==> config.mk <==
export PLATFORM = sky130hd
export DESIGN_NAME = rio_regbank
export DESIGN_NICKNAME = d
export VERILOG_FILES = /design/src/logic/rio_pkg.sv /design/src/logic/rio_sync.sv /design/src/logic/rio_tick.sv /design/src/logic/rio_regbank.sv
export VERILOG_INCLUDE_DIRS = /design/src /design/src/logic
export SDC_FILE = /design/constraint.sdc
export NUM_CORES = 1
export LEC_CHECK = 0
export BUFFER_PORTS_ARGS = -buffer_cell sky130_fd_sc_hd__clkbuf_2
export CORE_MARGIN = 1.5
export CORE_UTILIZATION = 50
export CTS_CLUSTER_SIZE = 8
export DETAILED_ROUTE_END_ITERATION = 12
export PLACE_DENSITY = 0.69
export REMOVE_ABC_BUFFERS = 1
export SKIP_LAST_GASP = 1
export SYNTH_ARGS = -nofsm -noshare
export SYNTH_HDL_FRONTEND = slang
export SYNTH_SLANG_ARGS = --single-unit
==> constraint.sdc <==
create_clock -name mclk -period 7.2 [get_ports mclk]
set_input_delay 1.08 -clock mclk [delete_from_list [all_inputs] [get_ports mclk]]
set_output_delay 1.08 -clock mclk [all_outputs]
set_load 0.02 [all_outputs]
==> src/logic/rio_consts.svh <==
// Constants for the radio I/O holding register bank.
// Assumes a single 40 MHz clock; included by bare name.
`ifndef RIO_CONSTS_SVH
`define RIO_CONSTS_SVH

// ==========================================================
// Register numbers
`define RIO_REG_DI_FIRST   16'h0001
`define RIO_REG_AI_FIRST   16'h0005
`define RIO_REG_IN_LAST    16'h0008
`define RIO_REG_DO_ONE     16'h01f5
`define RIO_REG_DO_TWO     16'h01f6
`define RIO_REG_UN_THREE   16'h01f7
`define RIO_REG_UN_FOUR    16'h01f8
`define RIO_REG_SP_THREE   16'h01f9
`define RIO_REG_SP_FOUR    16'h01fa

// ==========================================================
// Function and exception codes
`define RIO_FN_READ        8'h03
`define RIO_FN_WRITE_ONE   8'h06
`define RIO_FN_WRITE_MANY  8'h10
`define RIO_EXC_FUNC       8'h01
`define RIO_EXC_ADDR       8'h02
`define RIO_EXC_VALUE      8'h03

// ==========================================================
// Slave identifiers and transfer limits
`define RIO_ID_MIN         8'h0b
`define RIO_ID_MAX         8'h3c
`define RIO_MAX_REGS_900   8'h55
`define RIO_MAX_REGS_24    8'h25

// ==========================================================
// Factory defaults
`define RIO_DI_EN_RST      1'b1
`define RIO_AI_EN_RST      1'b1
`define RIO_AI_FULLSCALE   1'b1
`define RIO_AI_MAX_RST     16'h4e20
`define RIO_AI_MIN_RST     16'h0000
`define RIO_DO_EN_RST      1'b1
`define RIO_DO_FLASH_RST   1'b0
`define RIO_SP_VOLT_RST    16'h0000
`define RIO_SP_HOLD_RST    1'b0

// ==========================================================
// Timing
`define RIO_CLK_HZ         40000000
`define RIO_DI_SAMPLE_MS   40
`define RIO_AI_SAMPLE_MS   1000
`define RIO_CYC_PER_MS     (`RIO_CLK_HZ / 1000)

`endif

==> src/logic/rio_pkg.sv <==
// Types shared by the radio I/O register bank.
// Assumes the frame handler delivers one register beat per request.
package rio_pkg;

  typedef struct packed {
    logic        valid;
    logic [7:0]  func;
    logic [7:0]  slave_id;
    logic [15:0] reg_num;
    logic [7:0]  count;
    logic [15:0] wdata;
  } rio_req_type;

  typedef struct packed {
    logic        valid;
    logic        last;
    logic        exc;
    logic [7:0]  code;
    logic [15:0] data;
  } rio_resp_type;

  typedef enum logic [1:0] {
    RIO_IDLE,
    RIO_READ,
    RIO_WRITE
  } rio_state_type;

endpackage

==> src/logic/rio_sync.sv <==
// Two-flop synchroniser for pins entering the mclk domain.
// Assumes inputs are quasi-static levels.
`timescale 1ns/1ps
module rio_sync #(
  parameter int W = 1
) (
  // Clock and reset
  input  wire logic         mclk,
  input  wire logic         sys_rst,
  // Levels
  input  wire logic [W-1:0] async_in,
  output logic      [W-1:0] sync_out
);

  logic [W-1:0] meta_ff;

  always_ff @(posedge mclk) begin
    if (sys_rst) begin
      meta_ff  <= '0;
      sync_out <= '0;
    end else begin
      meta_ff  <= async_in;
      sync_out <= meta_ff;
    end
  end

endmodule

==> src/logic/rio_tick.sv <==
// Divider giving a one-cycle enable every CYCLES clocks.
// Assumes CYCLES is at least two.
`timescale 1ns/1ps
module rio_tick #(
  parameter int CYCLES = 2
) (
  // Clock and reset
  input  wire logic mclk,
  input  wire logic sys_rst,
  // Enable pulse
  output logic      tick
);

  logic [31:0] cnt_ff;

  always_ff @(posedge mclk) begin
    if (sys_rst) begin
      cnt_ff <= 32'h0000_0000;
      tick   <= 1'b0;
    end else if (cnt_ff == 32'(CYCLES - 1)) begin
      cnt_ff <= 32'h0000_0000;
      tick   <= 1'b1;
    end else begin
      cnt_ff <= cnt_ff + 32'h0000_0001;
      tick   <= 1'b0;
    end
  end

endmodule

==> src/logic/rio_regbank.sv <==
// Holding register bank for the radio node's local I/O.
// Assumes a frame handler on mclk presents decoded register beats and
// accepts one answer beat per cycle; pins arrive asynchronously.
`timescale 1ns/1ps
`include "rio_consts.svh"
module rio_regbank #(
  parameter int DI_TICK_CYCLES = `RIO_DI_SAMPLE_MS * `RIO_CYC_PER_MS,
  parameter int AI_TICK_CYCLES = `RIO_AI_SAMPLE_MS * `RIO_CYC_PER_MS
) (
  // Clock and reset
  input  wire logic                  mclk,
  input  wire logic                  sys_rst,
  // Node configuration pins
  input  wire logic                  modbus_mode,
  input  wire logic                  band_is_24g,
  input  wire logic [7:0]            slave_id_dial,
  // Discrete input pins, low when active
  input  wire logic [3:0]            discrete_in_n,
  // Current input converter
  input  wire logic [47:0]           current_code,
  input  wire logic [3:0]            current_valid,
  // Register requests and answers
  input  wire rio_pkg::rio_req_type  req,
  output logic                       req_ready,
  output rio_pkg::rio_resp_type      resp,
  // Outputs
  output logic [1:0]                 discrete_out,
  output logic [1:0]                 supply_on
);

  // ==========================================================
  // Helpers
  function automatic logic [15:0] scale_current(input logic [11:0] c);
    scale_current = {c, c[11:8]};
  endfunction

  function automatic logic range_ok(input logic [15:0] first,
                                    input logic [7:0]  cnt);
    logic [15:0] last;
    last = first + {8'h00, cnt} - 16'h0001;
    range_ok = (last >= first) &&
               (((first >= `RIO_REG_DI_FIRST) &&
                 (last <= `RIO_REG_IN_LAST)) ||
                ((first >= `RIO_REG_DO_ONE) &&
                 (last <= `RIO_REG_SP_FOUR)));
  endfunction

  // ==========================================================
  // Pin synchronisers
  logic [9:0]  pins_s;
  logic        mode_s;
  logic        band_s;
  logic [7:0]  id_s;
  logic [3:0]  di_s;

  rio_sync #(.W(10)) u_pin_sync (
    .mclk     (mclk),
    .sys_rst  (sys_rst),
    .async_in ({modbus_mode, band_is_24g, slave_id_dial}),
    .sync_out (pins_s)
  );

  rio_sync #(.W(4)) u_di_sync (
    .mclk     (mclk),
    .sys_rst  (sys_rst),
    .async_in (~discrete_in_n),
    .sync_out (di_s)
  );

  assign mode_s = pins_s[9];
  assign band_s = pins_s[8];
  assign id_s   = pins_s[7:0];

  // ==========================================================
  // Sample rate enables
  logic di_tick;
  logic ai_tick;

  rio_tick #(.CYCLES(DI_TICK_CYCLES)) u_di_tick (
    .mclk    (mclk),
    .sys_rst (sys_rst),
    .tick    (di_tick)
  );

  rio_tick #(.CYCLES(AI_TICK_CYCLES)) u_ai_tick (
    .mclk    (mclk),
    .sys_rst (sys_rst),
    .tick    (ai_tick)
  );

  // ==========================================================
  // Input registers
  logic [3:0]  di_ff;
  logic [47:0] ai_raw_ff;
  logic [63:0] ai_ff;

  always_ff @(posedge mclk) begin
    if (sys_rst) begin
      di_ff <= 4'h0;
    end else if (di_tick && `RIO_DI_EN_RST) begin
      di_ff <= di_s;
    end
  end

  always_ff @(posedge mclk) begin
    if (sys_rst) begin
      ai_raw_ff <= 48'h0000_0000_0000;
    end else begin
      for (int i = 0; i < 4; i++) begin
        if (current_valid[i]) begin
          ai_raw_ff[i*12 +: 12] <= current_code[i*12 +: 12];
        end
      end
    end
  end

  always_ff @(posedge mclk) begin
    if (sys_rst) begin
      ai_ff <= 64'h0000_0000_0000_0000;
    end else if (ai_tick && `RIO_AI_EN_RST && `RIO_AI_FULLSCALE) begin
      for (int i = 0; i < 4; i++) begin
        ai_ff[i*16 +: 16] <= scale_current(ai_raw_ff[i*12 +: 12]);
      end
    end
  end

  // ==========================================================
  // Output registers
  logic [1:0]  do_ff;
  logic [15:0] supply_three_ff;
  logic [15:0] supply_four_ff;
  logic        wr_en;
  logic [15:0] wr_num;
  logic [15:0] wr_data;

  always_ff @(posedge mclk) begin
    if (sys_rst) begin
      do_ff <= 2'h0;
    end else if (wr_en && (wr_data <= 16'h0001)) begin
      if (wr_num == `RIO_REG_DO_ONE) begin
        do_ff[0] <= wr_data[0];
      end
      if (wr_num == `RIO_REG_DO_TWO) begin
        do_ff[1] <= wr_data[0];
      end
    end
  end

  always_ff @(posedge mclk) begin
    if (sys_rst) begin
      supply_three_ff <= `RIO_SP_VOLT_RST;
      supply_four_ff  <= `RIO_SP_VOLT_RST;
    end else if (wr_en) begin
      if (wr_num == `RIO_REG_SP_THREE) begin
        supply_three_ff <= wr_data;
      end
      if (wr_num == `RIO_REG_SP_FOUR) begin
        supply_four_ff <= wr_data;
      end
    end
  end

  always_ff @(posedge mclk) begin
    if (sys_rst) begin
      discrete_out <= 2'h0;
      supply_on    <= 2'h0;
    end else begin
      discrete_out <= do_ff & {2{`RIO_DO_EN_RST}};
      supply_on    <= {|supply_four_ff, |supply_three_ff};
    end
  end

  // Reads: inputs per I/O number, outputs per output number
  function automatic logic [15:0] reg_read(input logic [15:0] n);
    reg_read = 16'h0000;
    if (n >= `RIO_REG_DI_FIRST && n < `RIO_REG_AI_FIRST) begin
      reg_read = {15'h0000, di_ff[2'(n - `RIO_REG_DI_FIRST)]};
    end else if (n >= `RIO_REG_AI_FIRST && n <= `RIO_REG_IN_LAST) begin
      reg_read = ai_ff[6'(n - `RIO_REG_AI_FIRST) * 16 +: 16];
    end else if (n == `RIO_REG_DO_ONE) begin
      reg_read = {15'h0000, do_ff[0]};
    end else if (n == `RIO_REG_DO_TWO) begin
      reg_read = {15'h0000, do_ff[1]};
    end else if (n == `RIO_REG_SP_THREE) begin
      reg_read = supply_three_ff;
    end else if (n == `RIO_REG_SP_FOUR) begin
      reg_read = supply_four_ff;
    end
  endfunction

  // ==========================================================
  // Request sequencer
  rio_pkg::rio_state_type state_ff;
  rio_pkg::rio_state_type nxt_state;
  logic [15:0]            ptr_ff;
  logic [15:0]            nxt_ptr;
  logic [7:0]             left_ff;
  logic [7:0]             nxt_left;
  rio_pkg::rio_resp_type  nxt_resp;
  logic                   addressed;
  logic [7:0]             limit;

  assign limit = band_s ? `RIO_MAX_REGS_24 : `RIO_MAX_REGS_900;
  assign addressed = mode_s && (id_s >= `RIO_ID_MIN) &&
                     (id_s <= `RIO_ID_MAX) && (req.slave_id == id_s);

  always_comb begin
    nxt_state = state_ff;
    nxt_ptr   = ptr_ff;
    nxt_left  = left_ff;
    nxt_resp  = '0;
    wr_en     = 1'b0;
    wr_num    = ptr_ff;
    wr_data   = req.wdata;
    unique case (state_ff)
      rio_pkg::RIO_IDLE: begin
        if (req.valid && addressed) begin
          nxt_resp.valid = 1'b1;
          nxt_resp.last  = 1'b1;
          nxt_resp.exc   = 1'b1;
          nxt_resp.data  = req.wdata;
          if (req.func == `RIO_FN_WRITE_ONE) begin
            if (!range_ok(req.reg_num, 8'h01)) begin
              nxt_resp.code = `RIO_EXC_ADDR;
            end else begin
              nxt_resp.exc = 1'b0;
              wr_en        = 1'b1;
              wr_num       = req.reg_num;
            end
          end else if (req.func == `RIO_FN_READ ||
                       req.func == `RIO_FN_WRITE_MANY) begin
            if (req.count == 8'h00 || req.count > limit) begin
              nxt_resp.code = `RIO_EXC_VALUE;
            end else if (!range_ok(req.reg_num, req.count)) begin
              nxt_resp.code = `RIO_EXC_ADDR;
            end else if (req.func == `RIO_FN_READ) begin
              nxt_resp  = '0;
              nxt_state = rio_pkg::RIO_READ;
              nxt_ptr   = req.reg_num;
              nxt_left  = req.count;
            end else begin
              wr_en    = 1'b1;
              wr_num   = req.reg_num;
              nxt_ptr  = req.reg_num + 16'h0001;
              nxt_left = req.count - 8'h01;
              if (req.count == 8'h01) begin
                nxt_resp.exc = 1'b0;
              end else begin
                nxt_resp  = '0;
                nxt_state = rio_pkg::RIO_WRITE;
              end
            end
          end else begin
            nxt_resp.code = `RIO_EXC_FUNC;
          end
        end
      end
      rio_pkg::RIO_READ: begin
        nxt_resp.valid = 1'b1;
        nxt_resp.data  = reg_read(ptr_ff);
        nxt_resp.last  = (left_ff == 8'h01);
        nxt_ptr        = ptr_ff + 16'h0001;
        nxt_left       = left_ff - 8'h01;
        if (left_ff == 8'h01) begin
          nxt_state = rio_pkg::RIO_IDLE;
        end
      end
      rio_pkg::RIO_WRITE: begin
        if (req.valid) begin
          wr_en    = 1'b1;
          nxt_ptr  = ptr_ff + 16'h0001;
          nxt_left = left_ff - 8'h01;
          if (left_ff == 8'h01) begin
            nxt_resp.valid = 1'b1;
            nxt_resp.last  = 1'b1;
            nxt_resp.data  = req.wdata;
            nxt_state      = rio_pkg::RIO_IDLE;
          end
        end
      end
    endcase
  end

  always_ff @(posedge mclk) begin
    if (sys_rst) begin
      state_ff  <= rio_pkg::RIO_IDLE;
      ptr_ff    <= 16'h0000;
      left_ff   <= 8'h00;
      resp      <= '0;
      req_ready <= 1'b0;
    end else begin
      state_ff  <= nxt_state;
      ptr_ff    <= nxt_ptr;
      left_ff   <= nxt_left;
      resp      <= nxt_resp;
      req_ready <= (nxt_state != rio_pkg::RIO_READ);
    end
  end

endmodule

Yosys cells after proc, flatten, opt, wreduce, memory -nomap -nowiden

Cells that the tools add are included.

Add/sub/neg operators: 11
Magnitude comparators: 17
Equal/unequal tests: 25
Shift operators: 1
Muxes and demuxes: 78
Bitwise operators: 3
Reductions and logical operators: 29

Operators with widths:

| kind                    | number |
|---|---|
| $mux W16                | 28 |
| $eq A16 B9 Y1 const B   | 8 |
| $pmux W16 S3            | 2 |
| $mux W8                 | 10 |
| $add A32 B1 Y32 const B | 2 |
| $shiftx A64 B11 Y16     | 1 |
| $mux W27                | 2 |
| $le A16 B4 Y1 const B   | 3 |
| $add A16 B1 Y16 const B | 2 |
| $eq A32 B21 Y1 const B  | 1 |
| $eq A32 B26 Y1 const B  | 1 |
| $ge A16 B1 Y1 const B   | 2 |
| $ge A16 B16 Y1          | 2 |
| $le A16 B9 Y1 const B   | 2 |
| $reduce_or A16 Y1       | 2 |
| $sub A16 B1 Y16 const B | 2 |
| $mux W2                 | 14 |
| $pmux W8 S3             | 1 |
| $add A16 B8 Y16         | 1 |
| $eq A8 B1 Y1 const B    | 2 |
| $ge A16 B3 Y1 const B   | 1 |
| $ge A16 B9 Y1 const B   | 1 |
| $le A16 B1 Y1 const B   | 1 |
| $lt A16 B3 Y1 const B   | 1 |
| other kinds (32)        | 72 |

Register bits: 302
Bits of input ports: 125
Word-level logic and storage cells: 193

Logic depth before layout (Yosys ltp)

Word-level depth: 14
Mapped depth: 24
Gate-level depth less buffers: 21

By module

Synthesis repeated with hierarchy kept, for this count alone.

Cell total of the unflattened synthesis: 1,893
Area, all modules: 16,457.0 um2

Modules (own cells, without submodules):

| module                | instances | cells an instance | area each (um2) | sequential area each (um2) |
|---|---|---|---|---|
| rio_regbank           | 1         | 1,469             | 12,518.3        | 3,723.6 |
| rio_tick (u_ai_tick)  | 1         | 184               | 1,584.0         | 660.6 |
| rio_tick (u_di_tick)  | 1         | 182               | 1,526.5         | 660.6 |
| rio_sync (u_pin_sync) | 1         | 42                | 618.1           | 400.4 |
| rio_sync (u_di_sync)  | 1         | 16                | 210.2           | 160.2 |

Least setup slack after synthesis

Ideal clock, no wire load.

Kind: input-to-reg
Start: input port req[26] (netlist bit)
End: register supply_three_ff[11]
Library setup time: 0.071 ns
Arrival time: 5.480 ns
Required time: 7.129 ns
Slack: 1.649 ns
Stages on the path: 22
Buffers on the path: 3
Path through: buf_6 > buf_2 > inv_1 > ha_1 > inv_1 > fa_1 > a21o_1 > a221o_1 > or4_1 > nand4_1 > ha_1 > a21o_1 > a21o_1 > a21oi_1 > o21a_1 > a211oi_1 > o211a_1 > and4_2 > nor3_2 > clkbuf_1 > o21ai_0 > a21oi_1

Cells in the longest elaborated chain, start to end: 14
Elaborated cells on any way between the ends: 37
Classes of those cells: add/sub: 4; order compare: 8; eq/ne: 1; mux: 15; reduce/logical: 9

RTL lines:

| element                                                         | RTL line                             | source |
|---|---|---|
| start: declaration                                              | rio_regbank.sv:23                    | `input wire rio_pkg::rio_req_type req,` |
| $add A16 B8 Y16                                                 | rio_regbank.sv:40                    | `last = first + {8'h00, cnt} - 16'h0001;` |
| $sub A16 B1 Y16                                                 | rio_regbank.sv:40                    |  |
| $le A16 B4 Y1 (no source line) or $le A16 B9 Y1 (tied branches) | --                                   |  |
| $logic_and A1 B1 Y1 (on tied branches)                          | rio_regbank.sv:42, rio_regbank.sv:44 |  |
| $logic_or A1 B1 Y1                                              | rio_regbank.sv:42                    | `` (((first >= `RIO_REG_DI_FIRST) && `` |
| $logic_and A1 B1 Y1                                             | rio_regbank.sv:41                    | `range_ok = (last >= first) &&` |
| $mux W16                                                        | rio_regbank.sv:234                   | `end else if (!range_ok(req.reg_num, req.count)) begin` |
| $mux W16                                                        | rio_regbank.sv:232                   | `if (req.count == 8'h00 \|\| req.count > limit) begin` |
| $mux W16                                                        | rio_regbank.sv:230                   | `` end else if (req.func == `RIO_FN_READ \|\| `` |
| $mux W16                                                        | rio_regbank.sv:222                   | `` if (req.func == `RIO_FN_WRITE_ONE) begin `` |
| $mux W16                                                        | rio_regbank.sv:217                   | `if (req.valid && addressed) begin` |
| $mux W16                                                        | rio_regbank.sv:215                   | `unique case (state_ff)` |
| $eq A16 B9 Y1 (no source line)                                  | --                                   |  |
| $reduce_and A2 Y1 (no source line) (*)                          | --                                   |  |
| end signal: assignment                                          | rio_regbank.sv:151                   | `` supply_three_ff <= `RIO_SP_VOLT_RST; `` |
| end signal: assignment                                          | rio_regbank.sv:155                   | `supply_three_ff <= wr_data;` |
| end: declaration                                                | rio_regbank.sv:130                   | `logic [15:0] supply_three_ff;` |

Mark *: on every way between the ends. The rest lies on a longest branch, timed or not.
A chain may end at the register's enable or synchronous reset.

Worst setup path in the final report

Start: input port req[26] (netlist bit)
End: register supply_four_ff[4]

Cells in the longest elaborated chain, start to end: 14
Elaborated cells on any way between the ends: 37
Classes of those cells: add/sub: 4; order compare: 8; eq/ne: 1; mux: 15; reduce/logical: 9

RTL lines:

| element                                                         | RTL line                             | source |
|---|---|---|
| $add A16 B8 Y16                                                 | rio_regbank.sv:40                    |  |
| $sub A16 B1 Y16                                                 | rio_regbank.sv:40                    |  |
| $le A16 B4 Y1 (no source line) or $le A16 B9 Y1 (tied branches) | --                                   |  |
| $logic_and A1 B1 Y1 (on tied branches)                          | rio_regbank.sv:42, rio_regbank.sv:44 |  |
| $logic_or A1 B1 Y1                                              | rio_regbank.sv:42                    |  |
| $logic_and A1 B1 Y1                                             | rio_regbank.sv:41                    |  |
| $mux W16                                                        | rio_regbank.sv:234                   |  |
| $mux W16                                                        | rio_regbank.sv:232                   |  |
| $mux W16                                                        | rio_regbank.sv:230                   |  |
| $mux W16                                                        | rio_regbank.sv:222                   |  |
| $mux W16                                                        | rio_regbank.sv:217                   |  |
| $mux W16                                                        | rio_regbank.sv:215                   |  |
| $eq A16 B9 Y1 (no source line)                                  | --                                   |  |
| $reduce_and A2 Y1 (no source line) (*)                          | --                                   |  |
| end signal: assignment                                          | rio_regbank.sv:152                   | `` supply_four_ff <= `RIO_SP_VOLT_RST; `` |
| end signal: assignment                                          | rio_regbank.sv:158                   | `supply_four_ff <= wr_data;` |
| end: declaration                                                | rio_regbank.sv:131                   | `logic [15:0] supply_four_ff;` |

Marks and branches as above.

==> out/qor.yml <==
synthSimpleGateAreaFrac_pct: 23.0
synth_area_leader_cell: "dfxtp_1"
r2r_start: "u_pin_sync.sync_out[8]$_SDFF_PP0_"
rsz0062_at_grt: "false"
path_cells: "clkbuf_2 -> inv_1 -> ha_1 -> inv_1 -> fa_1 -> a21o_1 -> a221o_1 -> or4_1 -> nand4_1 -> ha_1 -> a21o_1 -> a21o_1 -> a21oi_1 -> o21a_1 -> a211oi_1 -> o211a_1 -> and4_2 -> nor3_4 -> o21ai_0 -> a21oi_1"
track_usage_pct: 23.7
post_cts_buffers: 0
ctsHoldBuffers: 0
grt_max_degree: 88
syn_inst: 1840
grt_remaining_overflow: 0
status: "complete, no violations"
worstSetupPathType: "primary input to register"
syn_area_per_cell_um2: 8.59
die_y_um: 181
synth_ff_type: "dfxtp_1"
post_dp_cell_area_um2: 16700
fin_crit_sh_pct: 84.5
core_area_um2: 30800
hold_violations: 0
rr_worst_depth: 12
io_buffers: 150
endpoint_kind: "register"
synth_top_area_share_pct: 35.5
r2r-end: "ptr_ff[15]$_SDFFE_PP0P_"
hold_start: "u_pin_sync.meta_ff[4]$_SDFF_PP0_"
total_power_mw: 3.64
r2r_slack_ps: 3980
tightest_slew_ps: 1170
clk_latency_ps: 540
ioPinCount: 157
peakVddDrop_mv: 0.171
crit_top_cell: "a21o_1"
ant_nets: 0
grt_pass1_wl_mm: 64.4
min_period_ps: 6080
synth_edf_count: 0
p_per_area_nw_per_um2: 205
cpMaxStageDelayCell: "nor3_4"
worst_hold_slack_ps: 432
min_path_type: "register to register"
finalClockSkew_ps: 40.7
timing.fmax_mhz: 164
numCtsBuffers: 40
rows: 64
area_growth_pct: 12.6
synthesis.area_um2: 15800
clk_pin_slew_worst_paths_ps: 50
fin_setup_tns_ps: 0
synth_seq_area_share_pct: 35.5
drc_errors: 0
routedWlPerCell_um: 16.8
cp_top_family: "compound AO/OA/AOI/OAI gates"
grt_pass1_vias: 12900
hold_path_end: "u_pin_sync.sync_out[4]$_SDFF_PP0_"
fp.dieW_um: 181
layout.nets: 2163
antenna_found_initial: 1
postCtsResizedCells: 0
htreeDepth: 2
cts_tree: "yes"
vias: 13600
setup_viol: 0
clock_tree.buffer_depth: 3
drive_gt1_share_pct: 13.6
yosysWarnings: 0
finalMaxSlewViolations: 0
synth_top_family_by_area: "simple AND/OR/NAND/NOR gates"
synth_cell_types: 98
mostFrequentLayoutCell: "dfxtp_1"
drv_cap: 0
cp.buffers_inverters: 3
dieArea_um2: 32700
dp_hpwl_mm: 28.2
start_util_pct: 51.2
cp-start-kind: "primary input"
slew_headroom_pct: 21.7
routed_via_density: 5.81
synthMuxAreaShare_pct: 8.44
fin_area_um2: 17800
synth_fa_ha_area_share_pct: 7.02
startpoint: "req[26]"
async_flop_share_pct: 0
max_stage_delay_ps: 880
wirelength_mm: 39.4
synth_seq_cells: 280
ys_top_cells_by_area: "dfxtp_1 (35%), ha_1 (6.9%), mux2i_1 (6.6%), nor2_1 (6.3%), xnor2_1 (3.8%)"
cp_data_arrival_time_ps: 6530
synth_compound_gate_area_share_pct: 15.0
cp.required_ps: 7650
first_pass_iters: 5
power.leakage_nw: 6.91
path_max_fanout: 32
gp_congestion: 0.870
cts_sinks: 280
min_path_cells: 1
root_buffer: "clkbuf_16"
drtIter0Drc: 940
fill_cells: 2752
final_cell_mix: "dfxtp_1 (279), nor2_1 (266), clkbuf_2 (149)"
synth_xor_area_share_pct: 6.37
## cell type report
type	instances	area (um^2)	share of cell area, %
Clock inverter	3	66.3	0.373
Antenna cell	1	2.50	0.0141
Timing Repair Buffer	164	862	4.85
Tap cell	396	495	2.78
Multi-Input combinational cell	1394	9500	53.4
Sequential cell	280	5610	31.5
Clock buffer	40	1000	5.63
Inverter	70	263	1.48
## how the worst max path moves through the flow
stage | slack, ps | cells past startpoint | end
finish | 1120 | 20 | supply_four_ff[4]$_SDFFE_PP0P_
global route | 550 | 23 | ptr_ff[10]$_SDFFE_PP0P_
CTS | 1200 | 21 | supply_four_ff[4]$_SDFFE_PP0P_
detailed placement | 680 | 21 | supply_four_ff[15]$_SDFFE_PP0P_
global placement | 800 | 21 | supply_four_ff[0]$_SDFFE_PP0P_
floorplan | 1400 | 20 | left_ff[3]$_SDFFE_PP0P_
## synth_stat cells, drive strengths merged (12+ instances only)
| library cell | n |
|---|---|
| a211oi | 19 |
| a21o | 16 |
| a21oi | 110 |
| and2 | 16 |
| and3 | 30 |
| buf | 33 |
| clkbuf | 68 |
| dfxtp | 280 |
| ha | 87 |
| inv | 70 |
| mux2i | 104 |
| mux4 | 13 |
| nand2 | 103 |
| nand2b | 12 |
| nand3 | 73 |
| nand4 | 36 |
| nor2 | 266 |
| nor2b | 42 |
| nor3 | 25 |
| nor4 | 28 |
| o21ai | 94 |
| or3 | 17 |
| or3b | 33 |
| xnor2 | 69 |
| xor2 | 45 |
## power breakdown
part | total [mW] | internal, mW | switching [mW]
Sequential | 1.59 | 1.58 | 0.0140
Combinational | 0.417 | 0.168 | 0.250
Clock | 1.63 | 0.985 | 0.646
Total | 3.64 | 2.73 | 0.910
## sequential cells by signal (all words and copies together), names as in the netlist, 8 cells and up
register             count
left_ff                  8
ptr_ff                  16
u_di_tick.cnt_ff        32
supply_three_ff         16
u_ai_tick.cnt_ff        32
u_pin_sync.sync_out     10
u_pin_sync.meta_ff      10
ai_ff                   48
supply_four_ff          16
resp                    21
ai_raw_ff               48
## per-layer routing
layer  vias to the layer above  GRT usage, %  part of all wire (%)
li1                       6748             -                     -
met1                      6408          30.9                    44
met2                       407          39.3                    46
met3                        74          4.50                   6.3
met4                         2          8.10                   2.7
met5                         -             0                 0.038
## stage by stage
stage               utilization, %  setup slack, ps  instances
floorplan                        -             1400       1744
global placement              54.2              797       2304
detailed placement            54.2              678       2304
CTS                           57.7             1200       2347
global route                  57.7              551       2347
finish                        57.7             1120       2348
## cell families (layout without fill, tap and decap cells)
group	after synthesis	after routing
flops	280	280
fa+ha+maj	88	88
compound gates	355	355
xor+xnor	114	114
other cells	1	7
mux	117	117
buf+inv	171	277
simple gates	714	714
Power figures use the tool's default switching activity.
